`src/rtl/ebt_consts.svh`:
```
// Purpose: offsets, field positions, reset values and timing counts of the timer
// Assumes: 32-bit APB data, one register per aligned word
// Notes: included by bare name
`ifndef EBT_CONSTS_SVH
`define EBT_CONSTS_SVH
`define EBT_OFS_CTRL_A 12'h000
`define EBT_OFS_CTRL_B 12'h004
`define EBT_OFS_COUNT 12'h008
`define EBT_OFS_CMP_A 12'h00C
`define EBT_OFS_CMP_B 12'h010
`define EBT_OFS_IMASK 12'h014
`define EBT_OFS_IFLAG 12'h018
`define EBT_OFS_ASYNC 12'h01C
`define EBT_OFS_SVC 12'h020
// control a: [7:6] mode a, [5:4] mode b, [1:0] waveform bits 1..0
`define EBT_CA_COMA_HI 7
`define EBT_CA_COMA_LO 6
`define EBT_CA_COMB_HI 5
`define EBT_CA_COMB_LO 4
`define EBT_CA_WGM_HI 1
`define EBT_CA_WGM_LO 0
// control b: [7] force a, [6] force b, [3] waveform bit 2, [2:0] clock select
`define EBT_CB_FOCA 7
`define EBT_CB_FOCB 6
`define EBT_CB_WGM2 3
`define EBT_CB_CS_HI 2
`define EBT_CB_CS_LO 0
// flag / mask bit positions
`define EBT_FL_OVF 0
`define EBT_FL_CMPA 1
`define EBT_FL_CMPB 2
`define EBT_ASYNC_SEL 5
`define EBT_RESET_BYTE 8'h00
`define EBT_BOTTOM 8'h00
`define EBT_MAX 8'hFF
// prescaler tap divisors
`define EBT_DIV_8 10'd7
`define EBT_DIV_32 10'd31
`define EBT_DIV_64 10'd63
`define EBT_DIV_128 10'd127
`define EBT_DIV_256 10'd255
`define EBT_DIV_1024 10'd1023
`endif

```
`src/rtl/ebt_pkg.sv`:
```
// Purpose: types of the eight-bit timer
// Assumes: constants come from ebt_consts.svh
// Notes: none
package ebt_pkg;
  typedef enum logic [2:0] {
    EBT_WGM_NORMAL = 3'h0,
    EBT_WGM_PC_FF = 3'h1,
    EBT_WGM_CTC = 3'h2,
    EBT_WGM_FAST_FF = 3'h3,
    EBT_WGM_RSV4 = 3'h4,
    EBT_WGM_PC_OCA = 3'h5,
    EBT_WGM_RSV6 = 3'h6,
    EBT_WGM_FAST_OCA = 3'h7
  } ebt_wgm_type;
  typedef struct packed {
    logic [1:0] com;
    logic force_strobe;
    logic match;
  } ebt_chan_type;
  typedef enum logic [1:0] {
    EBT_DIR_UP = 2'b01,
    EBT_DIR_DOWN = 2'b10
  } ebt_dir_type;
endpackage

```
`src/rtl/ebt_timer.sv`:
```
// Purpose: eight-bit timer with two compare channels behind an APB slave
// Assumes: 40 MHz clk_sys, synchronous active-high reset
// Notes: osc source taken as pin edges sampled by clk_sys
// Functional notes
// counter and compare registers are eight bits
// flags in one register, mask gates each
// clock select zero stops the counter
// io clock default, oscillator when async set; code counts pin edges only on io prescaler tap hits
// per tick clear, increment or decrement
// software counter write beats count
// three-bit waveform mode split over a/b
// bottom at 00, max at FF
// top is FF or compare a
// overflow flag per mode, raises request
// continuous eight-bit equality per channel
// compare flag set tick after match
// request when flag and mask; service clears
// write one clears flag, zero keeps
// double buffer only in pwm modes
// buffer copied only at top or bottom
// software reaches buffer or active register
// force strobe acts like match, no flag
// counter write blocks next tick match
// output from match, mode and output bits
// output state kept across mode change
// output mode bits take effect at once
// software sets output before pin direction
// software avoids writes that lose matches
// normal mode wraps, overflow when zero
// output mode zero leaves state alone
// timer tick is an io clock enable
//
// Design decisions made here: the APB interface to the registers and the register addresses.
`timescale 1ns/10ps
`include "ebt_consts.svh"
module ebt_timer (
  input wire logic clk_sys,
  input wire logic reset,
  input wire logic psel,
  input wire logic penable,
  input wire logic pwrite,
  input wire logic [11:0] paddr,
  input wire logic [31:0] pwdata,
  output logic [31:0] prdata,
  output logic pready,
  output logic pslverr,
  input wire logic osc_pin_in,
  input wire logic [2:0] irq_service,
  output logic [2:0] irq_request,
  output logic compare_output_a,
  output logic compare_output_b
);
  logic [7:0] control_reg_a;
  logic [7:0] control_reg_b;
  logic [7:0] counter_value_reg;
  logic [7:0] cmp_act_r [2];
  logic [7:0] cmp_buf_r [2];
  logic [2:0] interrupt_mask_reg;
  logic [2:0] interrupt_flag_reg;
  logic async_clock_select;
  logic oc_r [2];
  logic block_r;
  logic tick_d_r;
  ebt_pkg::ebt_dir_type dir_r;
  logic timer_tick;
  logic [2:0] waveform_mode_field;
  logic [2:0] clock_select_field;
  logic pwm_mode;
  logic phase_mode;
  logic top_is_a;
  logic [7:0] top_val;
  logic at_top;
  logic at_bottom;
  logic at_max;
  logic wr_en;
  logic rd_en;
  logic hit_ca;
  logic hit_cb;
  logic hit_cnt;
  logic hit_ma;
  logic hit_mb;
  logic hit_mask;
  logic hit_flag;
  logic hit_async;
  logic hit_map;
  logic [7:0] wbyte;
  logic [7:0] cnt_nxt;
  logic ovf_evt;
  logic upd_evt;
  logic [1:0] match_raw;
  logic [1:0] match_ok;
  logic [1:0] force_hit;
  logic [31:0] rdata_nxt;
  logic [7:0] cmp_vis [2];
  logic [2:0] set_evt;

  assign waveform_mode_field = {control_reg_b[`EBT_CB_WGM2],
    control_reg_a[`EBT_CA_WGM_HI:`EBT_CA_WGM_LO]};
  assign clock_select_field = control_reg_b[`EBT_CB_CS_HI:`EBT_CB_CS_LO];
  assign pwm_mode = waveform_mode_field[0];
  assign phase_mode = waveform_mode_field[0] & ~waveform_mode_field[1];
  assign top_is_a = (waveform_mode_field == ebt_pkg::EBT_WGM_CTC) |
    waveform_mode_field[2];
  assign top_val = top_is_a ? cmp_act_r[0] : `EBT_MAX;
  assign at_top = (counter_value_reg == top_val);
  assign at_bottom = (counter_value_reg == `EBT_BOTTOM);
  assign at_max = (counter_value_reg == `EBT_MAX);

  ebt_tick_gen u_tick (
    .clk_sys(clk_sys),
    .reset(reset),
    .clock_select_field(clock_select_field),
    .async_clock_select(async_clock_select),
    .osc_pin_in(osc_pin_in),
    .timer_tick(timer_tick)
  );

  // apb decode: zero wait, error on unmapped address
  assign hit_ca = (paddr == `EBT_OFS_CTRL_A);
  assign hit_cb = (paddr == `EBT_OFS_CTRL_B);
  assign hit_cnt = (paddr == `EBT_OFS_COUNT);
  assign hit_ma = (paddr == `EBT_OFS_CMP_A);
  assign hit_mb = (paddr == `EBT_OFS_CMP_B);
  assign hit_mask = (paddr == `EBT_OFS_IMASK);
  assign hit_flag = (paddr == `EBT_OFS_IFLAG);
  assign hit_async = (paddr == `EBT_OFS_ASYNC);
  assign hit_map = hit_ca | hit_cb | hit_cnt | hit_ma | hit_mb | hit_mask |
    hit_flag | hit_async;
  assign wr_en = psel & penable & pready & pwrite & hit_map;
  assign rd_en = psel & ~penable & ~pwrite;
  assign wbyte = pwdata[7:0];
  assign cmp_vis[0] = pwm_mode ? cmp_buf_r[0] : cmp_act_r[0];
  assign cmp_vis[1] = pwm_mode ? cmp_buf_r[1] : cmp_act_r[1];
  assign rdata_nxt = hit_ca ? {24'h00_0000, control_reg_a} :
    hit_cb ? {24'h00_0000, 2'b00, control_reg_b[5:0]} :
    hit_cnt ? {24'h00_0000, counter_value_reg} :
    hit_ma ? {24'h00_0000, cmp_vis[0]} :
    hit_mb ? {24'h00_0000, cmp_vis[1]} :
    hit_mask ? {29'h0000_0000, interrupt_mask_reg} :
    hit_flag ? {29'h0000_0000, interrupt_flag_reg} :
    hit_async ? {26'h000_0000, async_clock_select, 5'h00} :
    32'h0000_0000;

  always_ff @(posedge clk_sys) begin
    if (reset) pready <= 1'b0;
    else pready <= psel & ~penable;
  end
  always_ff @(posedge clk_sys) begin
    if (reset) pslverr <= 1'b0;
    else pslverr <= psel & ~penable & ~hit_map;
  end
  always_ff @(posedge clk_sys) begin
    if (reset) prdata <= 32'h0000_0000;
    else if (rd_en) prdata <= rdata_nxt;
  end

  // control registers; force strobes read zero, act on write only
  always_ff @(posedge clk_sys) begin
    if (reset) control_reg_a <= `EBT_RESET_BYTE;
    else if (wr_en & hit_ca) control_reg_a <= wbyte;
  end
  always_ff @(posedge clk_sys) begin
    if (reset) control_reg_b <= `EBT_RESET_BYTE;
    else if (wr_en & hit_cb) control_reg_b <= {2'b00, wbyte[5:0]};
  end
  always_ff @(posedge clk_sys) begin
    if (reset) async_clock_select <= 1'b0;
    else if (wr_en & hit_async) async_clock_select <= wbyte[`EBT_ASYNC_SEL];
  end
  always_ff @(posedge clk_sys) begin
    if (reset) interrupt_mask_reg <= 3'h0;
    else if (wr_en & hit_mask) interrupt_mask_reg <= wbyte[2:0];
  end

  // counter sequence
  always_comb begin
    cnt_nxt = counter_value_reg;
    if (phase_mode) begin
      if (dir_r == ebt_pkg::EBT_DIR_UP) cnt_nxt = at_top ? counter_value_reg - 8'h01 :
        counter_value_reg + 8'h01;
      else cnt_nxt = at_bottom ? counter_value_reg + 8'h01 : counter_value_reg - 8'h01;
    end else if (top_is_a & at_top) begin
      cnt_nxt = `EBT_BOTTOM;
    end else begin
      cnt_nxt = counter_value_reg + 8'h01;
    end
  end
  always_ff @(posedge clk_sys) begin
    if (reset) counter_value_reg <= `EBT_RESET_BYTE;
    else if (wr_en & hit_cnt) counter_value_reg <= wbyte;
    else if (timer_tick) counter_value_reg <= cnt_nxt;
  end
  always_ff @(posedge clk_sys) begin
    if (reset) dir_r <= ebt_pkg::EBT_DIR_UP;
    else if (~phase_mode) dir_r <= ebt_pkg::EBT_DIR_UP;
    else if (timer_tick & at_top) dir_r <= ebt_pkg::EBT_DIR_DOWN;
    else if (timer_tick & at_bottom) dir_r <= ebt_pkg::EBT_DIR_UP;
  end

  // overflow: wrap to zero in single slope, bottom in dual slope
  assign ovf_evt = timer_tick & (phase_mode ? at_bottom :
    (top_is_a & ~pwm_mode ? at_max : at_top));
  // buffered values land at top (fast) or top of dual slope
  assign upd_evt = timer_tick & (phase_mode ? at_top : at_top);

  // matches, blocked for one tick after a counter write
  always_ff @(posedge clk_sys) begin
    if (reset) block_r <= 1'b0;
    else if (wr_en & hit_cnt) block_r <= 1'b1;
    else if (timer_tick) block_r <= 1'b0;
  end
  always_ff @(posedge clk_sys) begin
    if (reset) tick_d_r <= 1'b0;
    else tick_d_r <= timer_tick;
  end
  assign force_hit[0] = wr_en & hit_cb & wbyte[`EBT_CB_FOCA] & ~pwm_mode;
  assign force_hit[1] = wr_en & hit_cb & wbyte[`EBT_CB_FOCB] & ~pwm_mode;

  generate
    for (genvar ch = 0; ch < 2; ch++) begin : g_chan
      logic [1:0] com;
      logic act;
      assign com = (ch == 0) ? control_reg_a[`EBT_CA_COMA_HI:`EBT_CA_COMA_LO] :
        control_reg_a[`EBT_CA_COMB_HI:`EBT_CA_COMB_LO];
      assign match_raw[ch] = (counter_value_reg == cmp_act_r[ch]);
      assign match_ok[ch] = timer_tick & match_raw[ch] & ~block_r;
      assign act = match_ok[ch] | force_hit[ch];
      always_ff @(posedge clk_sys) begin
        if (reset) cmp_act_r[ch] <= `EBT_RESET_BYTE;
        else if (~pwm_mode & wr_en & (ch == 0 ? hit_ma : hit_mb)) cmp_act_r[ch] <= wbyte;
        else if (pwm_mode & upd_evt) cmp_act_r[ch] <= cmp_buf_r[ch];
      end
      always_ff @(posedge clk_sys) begin
        if (reset) cmp_buf_r[ch] <= `EBT_RESET_BYTE;
        else if (wr_en & (ch == 0 ? hit_ma : hit_mb)) cmp_buf_r[ch] <= wbyte;
      end
      // state not touched by mode change; only match, force or pwm bottom
      always_ff @(posedge clk_sys) begin
        if (reset) oc_r[ch] <= 1'b0;
        else if (com == 2'b00) oc_r[ch] <= oc_r[ch];
        else if (~pwm_mode & act) begin
          oc_r[ch] <= (com == 2'b01) ? ~oc_r[ch] : (com == 2'b11);
        end else if (pwm_mode & com[1] & match_ok[ch]) begin
          oc_r[ch] <= phase_mode ? ((dir_r == ebt_pkg::EBT_DIR_UP) ~^ com[0]) : com[0];
        end else if (pwm_mode & ~phase_mode & com[1] & timer_tick & at_max & ~top_is_a) begin
          oc_r[ch] <= ~com[0];
        end else if (pwm_mode & ~phase_mode & com[1] & timer_tick & top_is_a & at_top) begin
          oc_r[ch] <= ~com[0];
        end
      end
    end
  endgenerate

  // flags: hardware set wins over write-one and service clears
  logic [2:0] flag_clr;
  logic [2:0] flag_nxt;
  assign set_evt = {match_ok[1], match_ok[0], ovf_evt};
  assign flag_clr = (wr_en & hit_flag) ? wbyte[2:0] : 3'h0;
  assign flag_nxt = set_evt | (interrupt_flag_reg & ~flag_clr & ~irq_service);
  always_ff @(posedge clk_sys) begin
    if (reset) interrupt_flag_reg <= 3'h0;
    else interrupt_flag_reg <= flag_nxt;
  end
  // request follows the flag, gated by its own mask bit
  always_ff @(posedge clk_sys) begin
    if (reset) irq_request <= 3'h0;
    else irq_request <= flag_nxt & interrupt_mask_reg;
  end
  always_ff @(posedge clk_sys) begin
    if (reset) compare_output_a <= 1'b0;
    else compare_output_a <= oc_r[0];
  end
  always_ff @(posedge clk_sys) begin
    if (reset) compare_output_b <= 1'b0;
    else compare_output_b <= oc_r[1];
  end

  // checks
  chk_flag_after_match: assert property (@(posedge clk_sys) disable iff (reset)
    match_ok[0] |=> interrupt_flag_reg[`EBT_FL_CMPA]) else $error("flag a missed");
  chk_stop_no_tick: assert property (@(posedge clk_sys) disable iff (reset)
    (clock_select_field == 3'h0) ##1 (clock_select_field == 3'h0) |-> !timer_tick)
    else $error("tick while stopped");
  chk_write_wins: assert property (@(posedge clk_sys) disable iff (reset)
    (wr_en && hit_cnt) |=> counter_value_reg == $past(wbyte)) else $error("count write lost");
  chk_block_match: assert property (@(posedge clk_sys) disable iff (reset)
    (wr_en && hit_cnt) |=> !match_ok[0] && !match_ok[1]) else $error("match not blocked");
  chk_wrap_ovf: assert property (@(posedge clk_sys) disable iff (reset)
    (waveform_mode_field == 3'h0 && timer_tick && at_max && !(wr_en && hit_cnt)) |=>
    counter_value_reg == 8'h00 && interrupt_flag_reg[`EBT_FL_OVF]) else $error("wrap bad");
  chk_force_noflag: assert property (@(posedge clk_sys) disable iff (reset)
    (force_hit[0] && !match_ok[0] && !interrupt_flag_reg[`EBT_FL_CMPA]) |=>
    !interrupt_flag_reg[`EBT_FL_CMPA]) else $error("force set flag");
  chk_nobuf_direct: assert property (@(posedge clk_sys) disable iff (reset)
    (!pwm_mode && wr_en && hit_ma) |=> cmp_act_r[0] == $past(wbyte)) else $error("direct write");
  chk_buf_hold: assert property (@(posedge clk_sys) disable iff (reset)
    (pwm_mode && !upd_evt) |=> $stable(cmp_act_r[0])) else $error("buffer leaked");
  chk_wr1_clear: assert property (@(posedge clk_sys) disable iff (reset)
    (wr_en && hit_flag && wbyte[1] && !match_ok[0]) |=> !interrupt_flag_reg[1])
    else $error("flag not cleared");
  chk_com_zero: assert property (@(posedge clk_sys) disable iff (reset)
    (control_reg_a[7:6] == 2'b00) |=> $stable(oc_r[0])) else $error("com zero acted");
  chk_mask_gate: assert property (@(posedge clk_sys) disable iff (reset)
    (irq_request & ~$past(interrupt_mask_reg)) == 3'h0) else $error("masked request seen");
endmodule

```
`src/rtl/ebt_tick_gen.sv`:
```
// Purpose: timer tick enable from the io clock prescaler or the oscillator pin
// Assumes: osc_pin_in synchronous to clk_sys; one clock only
// Notes: tick is a one-cycle enable, never a clock net
`timescale 1ns/10ps
`include "ebt_consts.svh"
module ebt_tick_gen (
  input wire logic clk_sys,
  input wire logic reset,
  input wire logic [2:0] clock_select_field,
  input wire logic async_clock_select,
  input wire logic osc_pin_in,
  output logic timer_tick
);
  logic [9:0] pre_r;
  logic osc_d_r;
  logic src_tick;
  logic tap_hit;
  logic osc_edge;
  // free running prescaler, like the shared one, so first tick may be early
  always_ff @(posedge clk_sys) begin
    if (reset) pre_r <= 10'h000;
    else pre_r <= pre_r + 10'h001;
  end
  always_ff @(posedge clk_sys) begin
    if (reset) osc_d_r <= 1'b0;
    else osc_d_r <= osc_pin_in;
  end
  assign osc_edge = osc_pin_in & ~osc_d_r;
  assign tap_hit = (clock_select_field == 3'h1) ? 1'b1 :
    (clock_select_field == 3'h2) ? ((pre_r & `EBT_DIV_8) == 10'h000) :
    (clock_select_field == 3'h3) ? ((pre_r & `EBT_DIV_32) == 10'h000) :
    (clock_select_field == 3'h4) ? ((pre_r & `EBT_DIV_64) == 10'h000) :
    (clock_select_field == 3'h5) ? ((pre_r & `EBT_DIV_128) == 10'h000) :
    (clock_select_field == 3'h6) ? ((pre_r & `EBT_DIV_256) == 10'h000) :
    ((pre_r & `EBT_DIV_1024) == 10'h000);
  // oscillator source: a rising pin edge gives a tick only when the io prescaler tap also hits
  assign src_tick = async_clock_select ? (osc_edge & tap_hit) : tap_hit;
  always_ff @(posedge clk_sys) begin
    if (reset) timer_tick <= 1'b0;
    else timer_tick <= (clock_select_field != 3'h0) & src_tick;
  end
endmodule

```
`config.mk`:
```
export PLATFORM = sky130hd
export DESIGN_NAME = ebt_timer
export DESIGN_NICKNAME = d
export VERILOG_FILES = /design/src/rtl/ebt_pkg.sv /design/src/rtl/ebt_timer.sv /design/src/rtl/ebt_tick_gen.sv
export VERILOG_INCLUDE_DIRS = /design/src /design/src/rtl
export SDC_FILE = /design/constraint.sdc
export NUM_CORES = 1
export LEC_CHECK = 0
export BUFFER_PORTS_ARGS = -buffer_cell sky130_fd_sc_hd__clkbuf_2
export CAP_MARGIN = 40
export CORE_AREA = 8 8 103 115
export CTS_BUF_LIST = sky130_fd_sc_hd__clkbuf_4 sky130_fd_sc_hd__clkbuf_8 sky130_fd_sc_hd__clkbuf_16
export CTS_CLUSTER_SIZE = 14
export DETAILED_ROUTE_END_ITERATION = 7
export DIE_AREA = 0 0 111 123
export MAX_ROUTING_LAYER = met4
export PLACE_DENSITY_LB_ADDON = 0.12
export SLEW_MARGIN = 10
export SYNTH_ARGS = -nofsm -noshare
export SYNTH_HDL_FRONTEND = slang
export SYNTH_SLANG_ARGS = --single-unit
```
`constraint.sdc`:
```
create_clock -name clk_sys -period 3.6 [get_ports clk_sys]
set_input_delay 0.72 -clock clk_sys [delete_from_list [all_inputs] [get_ports clk_sys]]
set_output_delay 0.72 -clock clk_sys [all_outputs]
set_load 0.05 [all_outputs]
```
* After elaboration in Yosys (flattened, before gate mapping) *
Memories as Yosys holds them, arrays and structs flattened.
Index checks and enable logic that the tools add are counted.

operators by class
  $add $sub $neg = 3
  equality and inequality tests = 23
  muxes and demuxes = 123
  bitwise logic cells = 102
  reductions and logical operators = 14

operators with widths
  cell                                                  number
  two-way mux 8 bit                                     21
  two-way mux 1 bit                                     96
  zero test 10 bit                                      6
  AND 1 bit                                             55
  equality test 12 x 5 -> 1 bit, second input constant  4
  bitwise OR 1 bit                                      26
  equality test 12 x 4 -> 1 bit, second input constant  2
  equality test 8 bit                                   3
  two-way mux 6 bit                                     3
  inverter 1 bit                                        13
  equality test 12 x 3 -> 1 bit, second input constant  1
  zero test 12 bit                                      1
  adder 10 x 1 -> 10 bit, second input constant         1
  AND 3 bit                                             3
  equality test 3 x 2 -> 1 bit, second input constant   3
  equality test 3 bit, second input constant            3
  adder 8 x 1 -> 8 bit, second input constant           1
  equality test 8 bit, second input constant            1
  zero test 8 bit                                       1
  subtractor 8 x 1 -> 8 bit, second input constant      1
  equality test 2 x 1 -> 1 bit, second input constant   3
  inverter 3 bit                                        2
  equality test 2 bit, second input constant            2
  zero test 2 bit                                       2
  other kinds (8)                                       11

word-level totals
  flip-flop bits (word level) = 83
  bits in writable memories = 34
  bits of input ports = 53
  word-level logic and storage cells = 285
  memories = 3

memories
  memory     depth  bits a word  rd ports  clocked after memory_dff  write ports  RTL line         RTL
  cmp_act_r  2      8            2         0                         2            ebt_timer.sv:56  logic [7:0] cmp_act_r [2];
  cmp_buf_r  2      8            2         0                         2            ebt_timer.sv:57  logic [7:0] cmp_buf_r [2];
  oc_r       2      1            2         0                         2            ebt_timer.sv:61  logic oc_r [2];

* Logic depth before layout (Yosys ltp) *
  depth after elaboration = 22
  gate-level depth with buffers = 10

* Hierarchy *
From an unflattened synthesis, not the netlist that was laid out.

second synthesis, totals
  cell total of the unflattened synthesis = 624
  area, all modules = 5647.9 um2

modules (own cells, without submodules)
  module        instances  cells an instance  area each (um2)
  ebt_timer     1          561                5087.4
  ebt_tick_gen  1          63                 560.5

* Least setup slack after synthesis *
OpenSTA, ideal clock, no wires.

  kind = input to register
  start = input port paddr[5]
  end = memory cmp_act_r[1][0], enable pin
  arrival time = 2.495 ns
  required time = 3.274 ns
  slack = 0.779 ns
  cell stages on the path = 6
  cell sequence = nor4_4 -> nand3_1 -> or4_1 -> clkbuf_1 -> nor4_2 -> a211o_1

RTL lines
  item                RTL line         RTL
  start: declaration  ebt_timer.sv:42  input wire logic [11:0] paddr,
  end: declaration    ebt_timer.sv:56

==> flow_summary.json <==
{
  "status": "finished, final reports clean",
  "ys_types": 70,
  "antenna_found_initial": 0,
  "wl_mm": 15.3,
  "stdcell_count": 780,
  "reg2regPathDepth": 6,
  "syn_inst": 620,
  "synth_edf_count": 34,
  "hp-class": "flip-flop to flip-flop",
  "yosys_most_used_dff": "dfxtp_1",
  "largestRegisters": "cmp_act_r x16, cmp_buf_r x16, u_tick.pre_r x10",
  "hold_depth": 1,
  "grt_usage_pct": 22.8,
  "p_int_w": 0.00166,
  "arrival_ns": 3.16,
  "insertion_delay_ns": 0.34,
  "finalCriticalPeriod_ns": 2.95,
  "core-area_um2": 10000,
  "cts-resized-gates": 0,
  "report.final.setup_viol": 0,
  "ys_ff_latch": 93,
  "cts_buffer_depth": 2,
  "die_area_um2": 13700,
  "synth_top_area_share_pct": 21.4,
  "antenna_left": 0,
  "final_cell_mix": "nor2_1 (76), dfxtp_1 (59), nand2_1 (43), clkbuf_2 (43), edfxtp_1 (34)",
  "antennaDiodeCount": 0,
  "yosysWarningCount": 0,
  "ys_seq_area_share_pct": 40.0,
  "syn_area_per_cell_um2": 8.88,
  "drive_above_1_share_pct": 13.9,
  "cp-start-kind": "flip-flop",
  "drc": 0,
  "slew_viol_final": 0,
  "io_buffers": 43,
  "cts-hold-fix-buffers": 0,
  "viasPerCell": 6.09,
  "synth_area_um2": 5510,
  "cts_buffers": 9,
  "grt_pass1_wl_mm": 24.0,
  "htreeDepth": 3,
  "cts_tree": "yes",
  "fin_crit_sh_pct": 82.1,
  "p_comb_share_pct": 8.4,
  "clock-root-buffer": "clkbuf_16",
  "p_leak_nw": 2.30,
  "cp_data_required_time_ns": 3.81,
  "ios": 92,
  "die_h_um": 123,
  "peakVddDrop_uv": 289,
  "met1_length_mm": 6.77,
  "ys_async_sr_fraction_pct": 0,
  "power_frac_clock_pct": 41.8,
  "topRoutingLayerUsed": "met4",
  "fmax_ghz": 0.339,
  "p_sw_share_pct": 26.2,
  "tightest_slew_ns": 0.737,
  "synth_area_leader_cell": "dfxtp_1",
  "placed_cells": 764,
  "wl_met2_mm": 7.21,
  "initial_core_util_pct": 55.1,
  "ys_top_cells_by_area": "dfxtp_1 (21%), edfxtp_1 (19%), mux2i_1 (5.8%), nor2_1 (5.2%), buf_4 (3.5%)",
  "clk_pin_slew_worst_paths_ns": 0.07,
  "firstDrtPassIters": 5,
  "area_delta_synth_final_pct": 9.27,
  "nets": 709,
  "slew_headroom_pct": 50.5,
  "setup.worst_path.class": "flip-flop to flip-flop",
  "maxCapViolations": 0,
  "report.final.hold_viol_count": 0,
  "cts_setup_buffers": 0,
  "vias": 4748,
  "final_core_util_pct": 60.2,
  "rows": 39,
  "grt_max_degree": 35,
  "crit_path_end_kind": "flip-flop",
  "tns_ns": 0,
  "fin_skew_ns": 0.00826,
  "power_switching_w": 0.000589,
  "p_seq_share_pct": 49.8,
  "layout_commonest_cell": "nor2_1",
  "rsz0062_at_grt": "no",
  "n_fill_cell": 899,
  "cts.sink_count": 93,
  "gr-total-overflow": 0,
  "wl_met3_mm": 1.06,
  "initialDrtViolationCount": 401,
  "dpl.hpwl_mm": 11.4,
  "grt_pass1_vias": 4485,
  "power_density_nw_per_um2": 373,
  "wl_per_cell_um": 19.6,
  "gp_congestion": 0.965,
  "chipWidth_um": 111,
  "cp_max_fo": 16
}
[critical path, cell delays in order (launching register included)]
cell,delay [ns]
dfxtp_1,0.65
inv_2,0.16
a22o_1,0.25
a2111o_1,0.45
nor3b_4,0.38
nor3b_4,0.66
a22o_1,0.25
[through the flow]
| step | worst slack, ns | area [µm²] | total power (W) | hold slack [ns] |
|---|---|---|---|---|
| floorplan | 0.779 | 5590 | 0.00129 | 0.426 |
| global placement | 0.638 | 5720 | 0.00133 | 0.438 |
| detailed placement | 0.559 | 5720 | 0.00133 | 0.461 |
| CTS | 0.693 | 6020 | 0.00226 | 0.473 |
| global route | 0.483 | 6020 | 0.00231 | 0.495 |
| finish | 0.646 | 6020 | 0.00225 | 0.471 |
[kinds of logic after synthesis]
logic type	synth area share [%]
flops	40.0
mux	6.09
simple gates	24.0
compound gates	18.2
xor+xnor	2.70
fa+ha+maj	0.909
buf+inv	8.02
other cells	0.0681
[power by group through the flow]
stage	clock [W]	combinational [W]	sequential [W]
2_1_floorplan	0	0.000139	0.00115
3_3_place_gp	0	0.000185	0.00114
3_5_place_dp	0	0.000186	0.00114
4_1_cts	0.000952	0.000187	0.00112
5_1_grt	0.000988	0.000201	0.00112
6_report	0.000940	0.000189	0.00112
[synth_stat cells (3+ instances only)]
cell,n
xnor2_1,9
o221ai_1,3
inv_1,21
dfxtp_1,59
a21oi_1,24
nand3_1,17
o211ai_1,14
and4_1,4
o22ai_1,4
xor2_1,8
buf_1,5
a21o_1,3
nand4_1,12
edfxtp_1,34
nand2_1,43
buf_6,3
clkbuf_1,19
nor3b_1,3
mux2i_1,32
nor4_1,6
a31oi_1,5
nand4b_1,3
a22oi_1,7
and3_1,7
nor2b_1,17
or3_1,6
and2_1,20
a22o_1,18
nor2_1,76
buf_2,7
o21ai_0,24
nor3_1,15
buf_4,26
nand2b_1,9
a211o_1,3
ha_1,4
a311oi_1,3
a211oi_1,6
[cell type report]
type                            instances  area [µm²]  share of cell area [%]
Timing Repair Buffer                   59         335                    5.57
Multi-Input combinational cell        467        2950                    49.0
Inverter                               22        82.6                    1.37
Sequential cell                        93        2200                    36.6
Clock buffer                           10         250                    4.16
Tap cell                              123         154                    2.56
Clock inverter                          6        43.8                   0.728
[routing by layer]
metal / track usage, % / up-vias
met5: - / -
met3: 4.61 / 18
met2: 36.1 / 178
met1: 28.8 / 2279
li1: - / 2273
met4: 7.69 / 0
[worst paths after layout]
kind	start	endpoint	slack, ns
setup / recovery	counter_value_reg[2]	cmp_act_r[1][1]	0.65
hold / removal	u_tick.pre_r[0]	u_tick.pre_r[0]	0.47
setup reg to reg	counter_value_reg[2]	cmp_act_r[1][1]	0.65
hold reg to reg	u_tick.pre_r[0]	u_tick.pre_r[0]	0.47
No activity file was read; power rests on OpenSTA's default activity.
